<file path="src/core/e3lr_pkg.sv">
/*
 * e3lr_pkg: shared constants for the E3 receive link-message controller
 * and its framer-side feeder.
 * Assumes: one 125 MHz clock, synchronous active-high reset.
 */
package e3lr_pkg;
   // ==========================================================
   // register map (byte addresses on AHB-Lite)
   localparam logic [15:0] ADDR_CTRL = 16'h0000;
   localparam logic [15:0] ADDR_STATUS = 16'h0004;
   localparam logic [15:0] ADDR_IRQ_STAT = 16'h0008;
   localparam logic [15:0] ADDR_IRQ_MASK = 16'h000c;
   localparam logic [15:0] ADDR_COUNT = 16'h0010;
   localparam logic [15:0] ADDR_MSG_BUF = 16'h11c0;
   // ==========================================================
   // control fields
   localparam int CTRL_IRQ_EN = 1;
   localparam int CTRL_RX_EN = 2;
   localparam int CTRL_SEL_NETOP = 3;
   // status fields
   localparam int ST_FLAG_PRESENT = 0;
   localparam int ST_END_OF_MSG = 1;
   localparam int ST_FCS_ERR = 2;
   localparam int ST_ABORT = 6;
   // interrupt status fields
   localparam int IRQ_MSG_DONE = 0;
   localparam int IRQ_FCS_ERR = 1;
   localparam int IRQ_OVERRUN = 2;
   localparam int IRQ_W = 3;
   // ==========================================================
   // frame constants
   localparam logic [7:0] FLAG_OCTET = 8'h7e;
   localparam logic [7:0] ADDR_STD_CMD = 8'h3c;
   localparam logic [7:0] ADDR_STD_RSP = 8'h3e;
   localparam logic [7:0] TEI_STD = 8'h01;
   localparam logic [7:0] CTRL_UI = 8'h03;
   localparam logic [5:0] SERVICE_ACCESS_POINT_ID_STD = 6'h0f;
   localparam logic [15:0] FCS_POLY_REV = 16'h8408;
   localparam logic [15:0] FCS_INIT = 16'hffff;
   localparam logic [15:0] FCS_GOOD = 16'hf0b8;
   localparam int BUF_DEPTH = 90;
   localparam int MAX_PAYLOAD = 82;
   localparam int HDR_OCTETS = 3;
   localparam int FCS_OCTETS = 2;
   localparam int ONES_STUFF = 5;
   localparam int ONES_ABORT = 7;
   // ==========================================================
   typedef enum logic {E3LR_NETOP, E3LR_GENCOM} e3lr_sel_t;
endpackage : e3lr_pkg

</file>
<file path="src/core/e3lr_link_if.sv">
/*
 * e3lr_link_if: per-frame overhead bytes from receive framer to controller.
 * Assumes: both ends on the same clock; frame_strobe is one cycle wide.
 */
`timescale 1ns/1ns
`default_nettype none
interface e3lr_link_if;
   logic frame_strobe;
   logic [7:0] network_operator_byte;
   logic [7:0] general_comms_byte;
   modport framer (output frame_strobe, output network_operator_byte,
      output general_comms_byte);
   modport ctrl (input frame_strobe, input network_operator_byte,
      input general_comms_byte);
endinterface : e3lr_link_if
`default_nettype wire

</file>
<file path="src/core/e3lr_rx_ctrl.sv">
/*
 * e3lr_rx_ctrl: receive link-message controller with AHB-Lite registers.
 * Assumes: link bytes arrive on the same clock; one AHB master, single
 * word transfers; read of message buffer pops one octet.
 */
// Functional notes
// - messages held in 90-byte FIFO at 0x11C0
// - one byte per frame from chosen overhead
// - standard and non-standard messages up to 82
// - payload 76, 82 or any up to 82
// - flag, address, terminal id, control, payload, check
// - octet 0x7E marks frame boundaries
// - idle channel carries continuous flag octets
// - standard address 0x3C/0x3E, terminal octet 0x01
// - standard service identifier is binary 001111
// - terminal endpoint identifier carries zero
// - standard control octet equals 0x03
// - CRC-16 x16+x12+x5+1 over header and payload
// - recompute check, compare, flag errors
// - select bit 1 network-operator, 0 general-comms
// - extraction only after receive enable set
// - flag-present status while flags arrive
// - interrupt on each completed new message
`timescale 1ns/1ns
`default_nettype none
module e3lr_rx_ctrl #(
   parameter int DEPTH = e3lr_pkg::BUF_DEPTH,
   parameter int MAX_LEN = e3lr_pkg::MAX_PAYLOAD
) (
   input wire logic CLOCK_I,
   input wire logic RST_I,
   e3lr_link_if.ctrl link,
   input wire logic HSEL_I,
   input wire logic [31:0] HADDR_I,
   input wire logic [1:0] HTRANS_I,
   input wire logic HWRITE_I,
   input wire logic [2:0] HSIZE_I,
   input wire logic [31:0] HWDATA_I,
   input wire logic HREADY_I,
   output logic [31:0] HRDATA_O,
   output logic HREADYOUT_O,
   output logic HRESP_O,
   output logic IRQ_O
);
   localparam int AW = $clog2(DEPTH + 1);
   localparam int LW = $clog2(MAX_LEN + e3lr_pkg::HDR_OCTETS
      + e3lr_pkg::FCS_OCTETS + 2);
   initial begin
      if (DEPTH < MAX_LEN + e3lr_pkg::HDR_OCTETS + 2 || MAX_LEN < 1)
         $error("e3lr_rx_ctrl: buffer too small for a message");
   end
   // ==========================================================
   // register state
   logic [7:0] ctrl, next_ctrl;
   logic [e3lr_pkg::IRQ_W-1:0] irq_stat, next_irq_stat;
   logic [e3lr_pkg::IRQ_W-1:0] irq_mask, next_irq_mask;
   logic eom, next_eom, fcs_err, next_fcs_err, abort, next_abort;
   logic flag_seen, next_flag_seen;
   logic [31:0] rdata, next_rdata;
   logic irq, next_irq;
   logic ap_valid, next_ap_valid, ap_write, next_ap_write;
   logic [15:0] ap_addr, next_ap_addr;
   // ==========================================================
   // bit engine: bytes are shifted lsb first, one bit per clock
   logic [7:0] shreg, next_shreg;
   logic [3:0] bitcnt, next_bitcnt;
   logic [7:0] rawbyte, next_rawbyte;
   logic [2:0] ones, next_ones;
   logic [7:0] octet, next_octet;
   logic [2:0] obits, next_obits;
   logic [7:0] flagwin, next_flagwin;
   logic in_frame, next_in_frame;
   logic [15:0] crc, next_crc;
   // check value at the last octet boundary; the closing flag's first
   // seven bits have already run through crc when the flag is recognised
   logic [15:0] crc_oct, next_crc_oct;
   logic [LW-1:0] flen, next_flen;
   logic [7:0] hold0, next_hold0, hold1, next_hold1;
   // ==========================================================
   // message buffer, a circular FIFO
   logic [7:0] mem [DEPTH];
   logic [AW-1:0] wptr, next_wptr, rptr, next_rptr, cnt, next_cnt;
   logic [AW-1:0] fstart, next_fstart;
   logic wr_en;
   logic [7:0] wr_data;
   logic pop;
   function automatic logic [AW-1:0] inc(input logic [AW-1:0] p);
      inc = (p == AW'(DEPTH - 1)) ? '0 : p + AW'(1);
   endfunction : inc
   // ==========================================================
   // bit processing
   logic bit_v, b;
   logic eom_set;
   logic [e3lr_pkg::IRQ_W-1:0] irq_ev;
   always_comb begin
      next_bitcnt = bitcnt;
      next_rawbyte = rawbyte;
      next_shreg = shreg;
      next_ones = ones;
      next_octet = octet;
      next_obits = obits;
      next_flagwin = flagwin;
      next_in_frame = in_frame;
      next_crc = crc;
      next_crc_oct = crc_oct;
      next_flen = flen;
      next_hold0 = hold0;
      next_hold1 = hold1;
      next_fstart = fstart;
      eom_set = 1'b0;
      next_fcs_err = fcs_err;
      next_abort = abort;
      next_flag_seen = flag_seen;
      irq_ev = '0;
      wr_en = 1'b0;
      wr_data = 8'h00;
      bit_v = 1'b0;
      b = 1'b0;
      if (link.frame_strobe && ctrl[e3lr_pkg::CTRL_RX_EN]) begin
         next_rawbyte = ctrl[e3lr_pkg::CTRL_SEL_NETOP] ?
            link.network_operator_byte : link.general_comms_byte;
         next_bitcnt = 4'h8;
      end else if (bitcnt != 4'h0) begin
         bit_v = 1'b1;
         b = rawbyte[0];
         next_rawbyte = {1'b0, rawbyte[7:1]};
         next_bitcnt = bitcnt - 4'h1;
      end
      if (!ctrl[e3lr_pkg::CTRL_RX_EN]) begin
         next_in_frame = 1'b0;
         next_flag_seen = 1'b0;
      end
      if (bit_v) begin
         next_flagwin = {b, flagwin[7:1]};
         next_ones = b ? ((ones == 3'(e3lr_pkg::ONES_ABORT)) ? ones
            : ones + 3'h1) : 3'h0;
         if (next_flagwin == e3lr_pkg::FLAG_OCTET) begin
            // closing flag: the last two stored octets are the check
            // flags may sit at any bit offset of the raw bytes
            next_flag_seen = 1'b1;
            // any payload length up to MAX_LEN ends at the flag
            if (in_frame && obits == 3'h7 && flen >= LW'(e3lr_pkg::HDR_OCTETS
               + e3lr_pkg::FCS_OCTETS)) begin
               eom_set = 1'b1;
               next_fcs_err = (crc_oct != e3lr_pkg::FCS_GOOD);
               next_abort = 1'b0;
               next_fstart = wptr;
               irq_ev[e3lr_pkg::IRQ_MSG_DONE] = 1'b1;
               if (next_fcs_err)
                  irq_ev[e3lr_pkg::IRQ_FCS_ERR] = 1'b1;
            end
            next_in_frame = 1'b1;
            next_obits = 3'h0;
            next_flen = '0;
            next_crc = e3lr_pkg::FCS_INIT;
            next_crc_oct = e3lr_pkg::FCS_INIT;
         end else if (ones == 3'(e3lr_pkg::ONES_STUFF) && !b) begin
            // stuffed zero dropped
         end else if (next_ones == 3'(e3lr_pkg::ONES_ABORT)) begin
            if (in_frame && flen != '0)
               next_abort = 1'b1;
            next_in_frame = 1'b0;
         end else if (in_frame) begin
            // crc over every data bit incl. check octets
            next_crc = {1'b0, crc[15:1]} ^
               ((crc[0] ^ b) ? e3lr_pkg::FCS_POLY_REV : 16'h0000);
            next_octet = {b, octet[7:1]};
            next_obits = obits + 3'h1;
            if (obits == 3'h7) begin
               next_crc_oct = next_crc;
               next_flag_seen = 1'b0;
               // header octets kept as received
               next_hold1 = hold0;
               next_hold0 = next_octet;
               // two-octet delay keeps check octets out of the buffer
               if (flen >= LW'(e3lr_pkg::FCS_OCTETS)) begin
                  if (flen >= LW'(MAX_LEN + e3lr_pkg::HDR_OCTETS
                     + e3lr_pkg::FCS_OCTETS)) begin
                     next_in_frame = 1'b0;
                     next_abort = 1'b1;
                  end else if (cnt == AW'(DEPTH)) begin
                     next_in_frame = 1'b0;
                     irq_ev[e3lr_pkg::IRQ_OVERRUN] = 1'b1;
                  end else begin
                     wr_en = 1'b1;
                     wr_data = hold1;
                  end
               end
               next_flen = flen + LW'(1);
            end
         end
      end
      // unfinished frame octets stay in the buffer on abort; wptr is not rewound
      if (!next_in_frame && in_frame && !eom_set)
         next_fstart = fstart;
   end
   // ==========================================================
   // AHB-Lite slave, zero wait states
   logic rd_hit;
   always_comb begin
      next_ap_valid = HSEL_I && HREADY_I && HTRANS_I[1];
      next_ap_write = HWRITE_I;
      next_ap_addr = HADDR_I[15:0];
      next_ctrl = ctrl;
      next_irq_mask = irq_mask;
      next_rdata = rdata;
      pop = 1'b0;
      rd_hit = ap_valid && !ap_write;
      if (ap_valid && ap_write) begin
         unique case (ap_addr)
            e3lr_pkg::ADDR_CTRL: next_ctrl = HWDATA_I[7:0];
            e3lr_pkg::ADDR_IRQ_MASK:
               next_irq_mask = HWDATA_I[e3lr_pkg::IRQ_W-1:0];
            default: ;
         endcase
      end
      if (next_ap_valid && !HWRITE_I) begin
         unique case (HADDR_I[15:0])
            e3lr_pkg::ADDR_CTRL: next_rdata = {24'h0, ctrl};
            e3lr_pkg::ADDR_STATUS: next_rdata = {25'h0, abort, 3'h0,
               fcs_err, eom, flag_seen};
            e3lr_pkg::ADDR_IRQ_STAT: next_rdata = 32'(irq_stat);
            e3lr_pkg::ADDR_IRQ_MASK: next_rdata = 32'(irq_mask);
            e3lr_pkg::ADDR_COUNT: next_rdata = 32'(cnt);
            e3lr_pkg::ADDR_MSG_BUF: begin
               // octets up to the last completed message are visible, incl. aborted-frame leftovers before it
               next_rdata = (rptr != fstart || cnt == AW'(DEPTH)) ?
                  {24'h0, mem[rptr]} : 32'h0;
               pop = (rptr != fstart || cnt == AW'(DEPTH));
            end
            default: next_rdata = 32'h0;
         endcase
      end
      // read clears; a same-cycle event still sets
      next_irq_stat = ((rd_hit && ap_addr == e3lr_pkg::ADDR_IRQ_STAT) ?
         '0 : irq_stat) | irq_ev;
      next_eom = ((rd_hit && ap_addr == e3lr_pkg::ADDR_STATUS) ?
         1'b0 : eom) | eom_set;
      next_irq = |(next_irq_stat & next_irq_mask) &&
         next_ctrl[e3lr_pkg::CTRL_IRQ_EN];
      next_wptr = wr_en ? inc(wptr) : wptr;
      next_rptr = pop ? inc(rptr) : rptr;
      next_cnt = cnt + AW'(wr_en) - AW'(pop);
   end
   // ==========================================================
   always_ff @(posedge CLOCK_I) begin
      if (wr_en)
         mem[wptr] <= wr_data;
   end
   always_ff @(posedge CLOCK_I) begin
      if (RST_I) begin
         ctrl <= 8'h00;
         irq_stat <= '0;
         irq_mask <= '0;
         eom <= 1'b0;
         fcs_err <= 1'b0;
         abort <= 1'b0;
         flag_seen <= 1'b0;
         rdata <= 32'h0;
         irq <= 1'b0;
         ap_valid <= 1'b0;
         ap_write <= 1'b0;
         ap_addr <= 16'h0;
         shreg <= 8'h00;
         bitcnt <= 4'h0;
         rawbyte <= 8'h00;
         ones <= 3'h0;
         octet <= 8'h00;
         obits <= 3'h0;
         flagwin <= 8'h00;
         in_frame <= 1'b0;
         crc <= e3lr_pkg::FCS_INIT;
         crc_oct <= e3lr_pkg::FCS_INIT;
         flen <= '0;
         hold0 <= 8'h00;
         hold1 <= 8'h00;
         wptr <= '0;
         rptr <= '0;
         cnt <= '0;
         fstart <= '0;
      end else begin
         ctrl <= next_ctrl;
         irq_stat <= next_irq_stat;
         irq_mask <= next_irq_mask;
         eom <= next_eom;
         fcs_err <= next_fcs_err;
         abort <= next_abort;
         flag_seen <= next_flag_seen;
         rdata <= next_rdata;
         irq <= next_irq;
         ap_valid <= next_ap_valid;
         ap_write <= next_ap_write;
         ap_addr <= next_ap_addr;
         shreg <= next_shreg;
         bitcnt <= next_bitcnt;
         rawbyte <= next_rawbyte;
         ones <= next_ones;
         octet <= next_octet;
         obits <= next_obits;
         flagwin <= next_flagwin;
         in_frame <= next_in_frame;
         crc <= next_crc;
         crc_oct <= next_crc_oct;
         flen <= next_flen;
         hold0 <= next_hold0;
         hold1 <= next_hold1;
         wptr <= next_wptr;
         rptr <= next_rptr;
         cnt <= next_cnt;
         fstart <= next_fstart;
      end
   end
   assign HRDATA_O = rdata;
   assign HREADYOUT_O = 1'b1;
   assign HRESP_O = 1'b0;
   assign IRQ_O = irq;
endmodule : e3lr_rx_ctrl
`default_nettype wire

</file>
<file path="src/flat_wrapper.sv">
// flat-port wrapper written by rule: the top's interface ports become plain ports
module e3lr_rx_ctrl_flat 
#(
   parameter int DEPTH = e3lr_pkg::BUF_DEPTH,
   parameter int MAX_LEN = e3lr_pkg::MAX_PAYLOAD
)
  (CLOCK_I, RST_I, HSEL_I, HADDR_I, HTRANS_I, HWRITE_I, HSIZE_I, HWDATA_I, HREADY_I, HRDATA_O, HREADYOUT_O, HRESP_O, IRQ_O, link_frame_strobe, link_network_operator_byte, link_general_comms_byte);
  e3lr_link_if link_i ();
  input wire logic CLOCK_I;
  input wire logic RST_I;
  input wire logic HSEL_I;
  input wire logic [31:0] HADDR_I;
  input wire logic [1:0] HTRANS_I;
  input wire logic HWRITE_I;
  input wire logic [2:0] HSIZE_I;
  input wire logic [31:0] HWDATA_I;
  input wire logic HREADY_I;
  output logic [31:0] HRDATA_O;
  output logic HREADYOUT_O;
  output logic HRESP_O;
  output logic IRQ_O;
  input wire logic [$bits(link_i.frame_strobe)-1:0] link_frame_strobe;
  input wire logic [$bits(link_i.network_operator_byte)-1:0] link_network_operator_byte;
  input wire logic [$bits(link_i.general_comms_byte)-1:0] link_general_comms_byte;
  assign link_i.frame_strobe = link_frame_strobe;
  assign link_i.network_operator_byte = link_network_operator_byte;
  assign link_i.general_comms_byte = link_general_comms_byte;
  e3lr_rx_ctrl #(.DEPTH(DEPTH), .MAX_LEN(MAX_LEN)) u_core (.CLOCK_I(CLOCK_I), .RST_I(RST_I), .link(link_i), .HSEL_I(HSEL_I), .HADDR_I(HADDR_I), .HTRANS_I(HTRANS_I), .HWRITE_I(HWRITE_I), .HSIZE_I(HSIZE_I), .HWDATA_I(HWDATA_I), .HREADY_I(HREADY_I), .HRDATA_O(HRDATA_O), .HREADYOUT_O(HREADYOUT_O), .HRESP_O(HRESP_O), .IRQ_O(IRQ_O));
endmodule
</file>
<file path="config.mk">
export PLATFORM = sky130hd
export DESIGN_NAME = e3lr_rx_ctrl_flat
export DESIGN_NICKNAME = d
export VERILOG_FILES = /design/src/core/e3lr_pkg.sv /design/src/core/e3lr_link_if.sv /design/src/core/e3lr_rx_ctrl.sv /design/src/flat_wrapper.sv
export SDC_FILE = /design/constraint.sdc
export NUM_CORES = 1
export LEC_CHECK = 0
export ABC_AREA = 1
export ABC_CLOCK_PERIOD_IN_PS = 13000
export BUFFER_PORTS_ARGS = -buffer_cell sky130_fd_sc_hd__buf_2
export CAP_MARGIN = 0
export CORE_ASPECT_RATIO = 0.8
export CORE_UTILIZATION = 60
export CTS_CLUSTER_DIAMETER = 40
export DETAILED_ROUTE_END_ITERATION = 10
export PLACE_DENSITY = 0.77
export SLEW_MARGIN = 15
export SYNTH_ARGS = -nofsm -noshare
export SYNTH_HDL_FRONTEND = slang
export SYNTH_SLANG_ARGS = --single-unit
</file>
<file path="constraint.sdc">
create_clock -name CLOCK_I -period 13 [get_ports CLOCK_I]
set_input_delay 1.3 -clock CLOCK_I [delete_from_list [all_inputs] [get_ports CLOCK_I]]
set_output_delay 1.3 -clock CLOCK_I [all_outputs]
set_load 0.05 [all_outputs]
</file>
==> out/results.tsv, run 1 <==
stage	metric	value	unit
routing	routed length per instance	20.11	µm
grt	GRT Total Usage	0.2841	
sta	setup tns final	0	ns
run	max cap viols	0	
logic_synthesis	cell type with the highest aggregate area in the netlist	sky130_fd_sc_hd__edfxtp_1	
finish	area added between synthesis and finish	10.12	%
logic_synthesis	synthesized-area fraction occupied by and/or/nand/nor cells	0.2158	
worst_setup_path	Arrival @ worst endpoint	4.87	ns
grt	number of global-route vias before repair	24510	
worst_hold_path	Hold Crit Class	reg2reg	
routing	Routed Antenna Nets	0	
sta	setup violation total in the final timing report	0	
sta	clock skew	0.02320	ns
worst_setup_path	endpoint kind of the worst setup timing path	flop	
pwr	power per cell area	144.9	nW/µm²
worst_setup_path	crit path launch type	primary input	
logic_synthesis	multiplexer fraction of the synthesized cell area	0.0002711	
pwr	P_leak	0.01398	µW
clocking	post-CTS setup buffer count	0	
floorplanning	Top-Level Pins	126	
floorplanning	die area	62530	µm²
finish	count of antenna diodes in the layout	0	
floorplanning	Die Span X	279.3	µm
routing	detailed-router iteration count before antenna repair	5	
grt	Overflow after GRT	0	
clocking	maximum clock path buffer count	3	
sta	min Tclk post-route	4.600	ns
grt	met2 Resource Use GR	0.4367	
routing	post-route DRC violation count	0	
clocking	cts bufs inserted	94	
routing	routed wire length	88290	µm
logic_synthesis	Synth Area in XOR/XNOR	0.002610	
floorplanning	total core area	60260	µm²
worst_setup_path	reg-to-reg critical path endpoint	u_core.mem[77][6]	
sta	period utilisation layout	0.3538	
clocking	Clk Latency, worst-skew pair	0.65	ns
sta	Worst-Margin Slew	1.162	ns
clocking	hold buffers post-CTS	0	
worst_setup_path	maximum cell stage delay along the critical path	0.98	ns
logic_synthesis	largest cells by area after synthesis	sky130_fd_sc_hd__edfxtp_1, sky130_fd_sc_hd__nand2_1, sky130_fd_sc_hd__dfxtp_1	
logic_synthesis	Yosys top cell area share	0.5856	
sta	max_slew headroom	0.2255	
clocking	register clock-pin slew on the reported worst setup and hold paths	0.06	ns
worst_setup_path	worst-case reg-to-reg path depth	13	
grt	initial antenna violation count	0	
logic_synthesis	Post-synth EDFFs	720	
routing	First DRT Iteration DRCs	3387	
sta	fin. max-slew vios	0	
grt	met3 track utilization from global routing	0.05486	
logic_synthesis	post-synthesis sequential element count	888	
worst_hold_path	Hold Path Sink	u_core.crc_oct[5]	
placed_design	final estimated routing congestion in global placement	0.8892	
finish	most common cell after layout, fill and taps aside	sky130_fd_sc_hd__nand2_1	
logic_synthesis	main combinational cell family by area after synthesis	simple AND/OR/NAND/NOR gates	
logic_synthesis	Syn. warnings	0	
logic_synthesis	Synth Area in Compound Gates	0.05524	
logic_synthesis	adder-cell area share of the yosys netlist	0.007998	
grt	met1 Usage GRT	0.4094	
grt	Most Used Layer, Global Route	met2	
placed_design	dpl hpwl	48440	µm
worst_hold_path	min-delay src	u_core.crc_oct[5]	
grt	maximum number of pins on one net before global-route repair	178	
worst_setup_path	startpoint of the worst-slack reg-to-reg timing path	u_core.bitcnt[0]	
outcome	status	finished, final reports clean	
worst_setup_path	Req. time, crit path	13.27	ns
worst_hold_path	worst hold path stage count	2	
placed_design	total of buffers placed on input and output ports	55	
worst_setup_path	source of the critical timing path	link_frame_strobe	
floorplanning	Vert. Die Dim	223.9	µm
finish	most frequent cells in the layout	sky130_fd_sc_hd__nand2_1, sky130_fd_sc_hd__edfxtp_1, sky130_fd_sc_hd__nand3_1	
sta	Achievable Freq	217.4	MHz
logic_synthesis	async set-or-reset flop fraction in the synthesized netlist	0	
logic_synthesis	mean area per synthesized cell	10.52	µm²
clocking	number of clock sinks	888	
logic_synthesis	area of the mapped netlist	36920	µm²
finish	proportion of layout cells with a drive suffix above 1	0.08095	
logic_synthesis	sequential fraction of the synthesis area	0.6767	
sta	RSZ-0062 raised after global routing	false	
logic_synthesis	distinct cell type count after synthesis	55	
logic_synthesis	ys flop type	sky130_fd_sc_hd__edfxtp_1	
finish	net count of the finished layout	3605	
pwr	Peak supply drop	106.0	µV
worst_setup_path	kind of cell adding the most delay to the critical path	simple AND/OR/NAND/NOR gates	
sta	worst hold margin	0.4612	ns
clocking	clock root buffer	sky130_fd_sc_hd__clkbuf_16	
worst_setup_path	Crit Path Class	in2reg	
logic_synthesis	gate count of the mapped netlist	3510	
routing	total number of vias	26040	
worst_setup_path	buffers and inverters on the worst path	4	
worst_setup_path	worst-path cell with the longest stage delay	sky130_fd_sc_hd__nor2_1	
clocking	TritonCTS clock tree	done	
grt	first-pass GRT wire length	136000	µm
floorplanning	Row Count	80	
clocking	number of levels the H-tree was split into	3	
worst_setup_path	list of cells traversed by the critical path	buf_2 -> nand2_1 -> nand2_4 -> inv_4 -> nand2_8 -> nand2_4 -> inv_2 -> nor2_4 -> nand4_4 -> inv_4 -> nand4_2 -> nor2_1	
floorplanning	starting density of the core	0.6127	
worst_setup_path	worst reg2reg setup slack	8.59	ns
sta	count of final hold-check violations	0	
routing	post-detailed-route via-to-cell ratio	5.933	
clocking	PostCTS Resize Cnt	0	
worst_setup_path	largest fanout of any net on the critical path	30	
[kinds of logic after synthesis]
family / after synthesis
buffers and inverters: 347
AO/OA/AOI/OAI: 372
XOR/XNOR: 11
AND/OR/NAND/NOR: 1866
other: 2
flip-flops: 888
adder cells (fa/ha/maj): 23
multiplexers: 1
[per-layer routing]
metal	vias up	share of wire
li1	12060	-
met1	12460	0.41
met2	1334	0.46
met3	183	0.10
met4	0	0.028
met5	-	0
[registers in the layout, summed over array words and instances, names as in the netlist, 3 cells and up, named ones only]
register / cells
u_core.rptr: 7
u_core.flen: 7
u_core.crc_oct: 16
u_core.flagwin: 7
u_core.ctrl: 8
u_core.ones: 3
u_core.irq_stat: 3
u_core.crc: 16
u_core.HRDATA_O: 8
u_core.cnt: 7
u_core.fstart: 7
u_core.irq_mask: 3
u_core.bitcnt: 4
u_core.wptr: 7
u_core.hold1: 8
u_core.rawbyte: 8
u_core.mem: 720
u_core.ap_addr: 16
u_core.hold0: 8
u_core.obits: 3
u_core.octet: 7
[cell usage after synthesis, drive strengths merged, types with 22 or more instances]
library cell and count:
a21oi 96, buf 123, clkbuf 96, dfxtp 168, edfxtp 720, ha 22
inv 122, nand2 927, nand3 490, nor2 380, nor3 22, o21ai 185
o22ai 51
[where the power goes]
part,internal [µW],total (µW),switching (µW)
clock,1540,2670,1130
combinational,40.9,161,120
sequential,3050,3060,10.8
total,4630,5890,1260
[worst max path at each step]
stage,endpoint,slack [ns],depth (start not counted)
after global routing,u_core.mem[67][3],8.30,12
after global placement,u_core.mem[77][1],7.91,12
after CTS,u_core.mem[85][6],8.51,12
after detailed placement,u_core.mem[85][0],7.82,12
after floorplan,u_core.mem[0][0],6.15,10
final,u_core.mem[77][6],8.40,12
[per-stage QoR]
stage	worst slack, ns	total power [µW]	util	area [µm²]	instances
2_1_floorplan	6.147	3247	-	37010	3534
3_3_place_gp	7.907	3272	0.6230	37540	4215
3_5_place_dp	7.822	3276	0.6230	37540	4215
4_1_cts	8.513	5904	0.6747	40660	4390
5_1_grt	8.296	6038	0.6747	40660	4390
6_report	8.400	5891	0.6747	40660	4390
[worst reg2reg max path: stages, from the launching register on]
cell	delay [ns]
sky130_fd_sc_hd__dfxtp_1	0.32
sky130_fd_sc_hd__inv_1	0.09
sky130_fd_sc_hd__ha_1	0.25
sky130_fd_sc_hd__nand3_4	0.13
sky130_fd_sc_hd__nand2_4	0.15
sky130_fd_sc_hd__inv_4	0.23
sky130_fd_sc_hd__nand2_8	0.11
sky130_fd_sc_hd__nand2_4	0.14
sky130_fd_sc_hd__inv_2	0.21
sky130_fd_sc_hd__nor2_4	0.21
sky130_fd_sc_hd__nand4_4	0.23
sky130_fd_sc_hd__inv_4	0.20
sky130_fd_sc_hd__nand4_2	0.77
sky130_fd_sc_hd__nor2_1	0.98
[cell type report]
class | count | area [µm²]
flip-flops and latches | 888 | 25000
inverters | 128 | 495.5
multi-input cells | 2299 | 10550
fillers | 4373 | 19600
repair buffers | 80 | 475.5
clock buffers | 117 | 2534
clock inverters | 58 | 579.3
well taps | 820 | 1026
Power figures use the tool's default switching activity.
==> run 2, diff against run 1 <==
- ABC_CLOCK_PERIOD_IN_PS: 13000 -> 4500
- clock period: 13 -> 4.5 ns (I/O delays scaled with it)
==> out/results.tsv, run 2 (same netlist as run 1, synthesis figures left out) <==
stage	metric	value	unit	change
finish	most common cell after layout, fill and taps aside	sky130_fd_sc_hd__nand2_1		
finish	proportion of layout cells with a drive suffix above 1	0.1041		+0.02317
placed_design	dpl hpwl	49680	µm	+2.6%
clocking	maximum clock path buffer count	3		unchanged
worst_setup_path	crit path launch type	flop		
sta	max_slew headroom	0.2705		+0.04506
grt	maximum number of pins on one net before global-route repair	198		+11%
clocking	cts bufs inserted	96		+2.1%
worst_setup_path	Req. time, crit path	4.78	ns	-8.49 ns
routing	detailed-router iteration count before antenna repair	6		+1
floorplanning	Vert. Die Dim	223.9	µm	unchanged
clocking	number of levels the H-tree was split into	3		unchanged
placed_design	final estimated routing congestion in global placement	0.9372		+5.4%
worst_setup_path	largest fanout of any net on the critical path	17		-43%
finish	register bank with the most flops	u_core.mem		
worst_setup_path	Arrival @ worst endpoint	4.15	ns	-0.72 ns
sta	Achievable Freq	257.9	MHz	
routing	routed length per instance	19.83	µm	-1.4%
finish	most frequent cells in the layout	sky130_fd_sc_hd__nand2_1, sky130_fd_sc_hd__edfxtp_1, sky130_fd_sc_hd__nand3_1		
floorplanning	starting density of the core	0.6127		unchanged
worst_hold_path	min-delay src	HWRITE_I		
grt	number of global-route vias before repair	24540		+0.11%
sta	Worst-Margin Slew	1.094	ns	-0.06759 ns
clocking	number of clock sinks	888		unchanged
clocking	TritonCTS clock tree	done		
clocking	PostCTS Resize Cnt	0		unchanged
finish	net count of the finished layout	3695		+2.5%
placed_design	number of instances in the placed design	4300		+2.0%
clocking	post-CTS setup buffer count	0		unchanged
routing	Routed Antenna Nets	0		unchanged
routing	First DRT Iteration DRCs	3493		+3.1%
worst_setup_path	worst-case reg-to-reg path depth	14		+1
routing	routed wire length	88810	µm	+0.59%
worst_hold_path	Hold Crit Class	in2reg		
routing	post-detailed-route via-to-cell ratio	5.865		-1.1%
worst_setup_path	startpoint of the worst-slack reg-to-reg timing path	u_core.bitcnt[0]		
run	max cap viols	0		unchanged
worst_setup_path	endpoint kind of the worst setup timing path	flop		
outcome	status	finished, final reports clean		
sta	clock skew	0.02626	ns	+0.003063 ns
finish	count of placed standard cells in the final layout, fillers left out	4479		+2.0%
grt	first-pass GRT wire length	136700	µm	+0.48%
worst_setup_path	kind of cell adding the most delay to the critical path	simple AND/OR/NAND/NOR gates		
finish	area added between synthesis and finish	12.53	%	
floorplanning	Top-Level Pins	126		unchanged
worst_setup_path	worst-path cell with the longest stage delay	sky130_fd_sc_hd__nor2_1		
clocking	clock root buffer	sky130_fd_sc_hd__clkbuf_16		
worst_setup_path	Crit Path Class	reg2reg		
worst_setup_path	maximum cell stage delay along the critical path	0.53	ns	-0.45 ns
routing	post-route DRC violation count	0		unchanged
placed_design	total of buffers placed on input and output ports	55		unchanged
floorplanning	die area	62530	µm²	unchanged
grt	GRT Total Usage	0.2844		about the same
finish	count of antenna diodes in the layout	0		unchanged
routing	total number of vias	26270		+0.86%
worst_setup_path	source of the critical timing path	u_core.bitcnt[0]		
sta	setup violation total in the final timing report	0		unchanged
sta	period utilisation layout	0.8616		
worst_setup_path	reg-to-reg critical path endpoint	u_core.mem[57][0]		
floorplanning	total core area	60260	µm²	unchanged
pwr	power per cell area	411.2	nW/µm²	+180%
worst_setup_path	number of gates on the worst path with buffers counted	14		+2
sta	fin. max-slew vios	0		unchanged
sta	RSZ-0062 raised after global routing	false		
clocking	Clk Latency, worst-skew pair	0.66	ns	about the same
worst_setup_path	worst reg2reg setup slack	0.62	ns	-7.97 ns
worst_setup_path	buffers and inverters on the worst path	4		unchanged
finish	flip-flop count of the largest register after layout	720		unchanged
worst_hold_path	worst hold path stage count	3		+1
clocking	register clock-pin slew on the reported worst setup and hold paths	0.06	ns	about the same
sta	count of final hold-check violations	0		unchanged
sta	setup tns final	0	ns	unchanged
grt	initial antenna violation count	0		unchanged
pwr	Peak supply drop	411.4	µV	+290%
grt	Overflow after GRT	0		unchanged
worst_setup_path	Worst Setup EP	u_core.mem[57][0]		
worst_setup_path	list of cells traversed by the critical path	inv_1 -> ha_1 -> nand3_4 -> nand2_4 -> inv_4 -> nand2_8 -> nand3_2 -> nand2_1 -> nor2_4 -> nand4_4 -> inv_4 -> nand4_2 -> buf_4 -> nor2_1		
floorplanning	Row Count	80		unchanged
worst_setup_path	most frequent cell on the critical path	sky130_fd_sc_hd__inv_4		
floorplanning	Die Span X	279.3	µm	unchanged
sta	min Tclk post-route	3.877	ns	
pwr	P_leak	0.01453	µW	+3.9%
==> run 2: cell type report <==
| cell class | count | area [µm²] |
|---|---|---|
| clock buffer | 123 | 2705 |
| clock inverter | 53 | 470.5 |
| fill | 4351 | 18710 |
| inverter | 128 | 495.5 |
| multi-input combinational | 2299 | 10550 |
| sequential | 888 | 25000 |
| tap | 820 | 1026 |
| timing repair buffer | 168 | 1306 |
==> run 2: worst register-to-register path, cell delays in order (launching register included) <==
cell	delay [ns]
sky130_fd_sc_hd__dfxtp_1	0.33
sky130_fd_sc_hd__inv_1	0.09
sky130_fd_sc_hd__ha_1	0.25
sky130_fd_sc_hd__nand3_4	0.12
sky130_fd_sc_hd__nand2_4	0.14
sky130_fd_sc_hd__inv_4	0.22
sky130_fd_sc_hd__nand2_8	0.11
sky130_fd_sc_hd__nand3_2	0.10
sky130_fd_sc_hd__nand2_1	0.10
sky130_fd_sc_hd__nor2_4	0.15
sky130_fd_sc_hd__nand4_4	0.23
sky130_fd_sc_hd__inv_4	0.21
sky130_fd_sc_hd__nand4_2	0.52
sky130_fd_sc_hd__buf_4	0.41
sky130_fd_sc_hd__nor2_1	0.53
==> run 2: stage by stage <==
stage	hold WS, ns	area (µm²)	util	power [µW]	worst slack (ns)
finish	0.03267	41540	0.6895	17080	0.6227
global route	0.02647	41540	0.6895	17550	0.4190
CTS	0.01508	41540	0.6895	17130	0.6908
detailed placement	0.4480	38340	0.6363	9453	0.7025
global placement	0.4417	38340	0.6363	9444	0.7564
floorplan	0.4290	37010	-	9381	-1.647
==> run 2: worst min path at each step <==
| stage | end |
|---|---|
| final | u_core.ap_write |
| after global routing | u_core.ap_addr[0] |
| after CTS | u_core.ap_write |
| after detailed placement | u_core.flagwin[1] |
| after global placement | u_core.crc_oct[12] |
| after floorplan | u_core.flagwin[1] |
==> run 2: what timing repair did <==
action | in CTS | in global routing
hold endpoints to repair | 3 | 0
hold buffers | 3 | 0
setup endpoints to repair | 0 | 0
==> run 2: layer usage <==
layer	vias to the layer above	wire length, µm	track usage
li1	12250	-	-
met5	-	0	0
met4	0	2379	0.09022
met1	12480	37010	0.4166
met2	1353	40170	0.4290
met3	182	9246	0.05861
==> run 2: power by group <==
part | switching (µW) | leakage, µW | internal [µW]
combinational | 332 | 0.00665 | 120
sequential | 32.0 | 0.00632 | 8800
clock | 3310 | 0.00156 | 4490
total | 3670 | 0.0145 | 13400
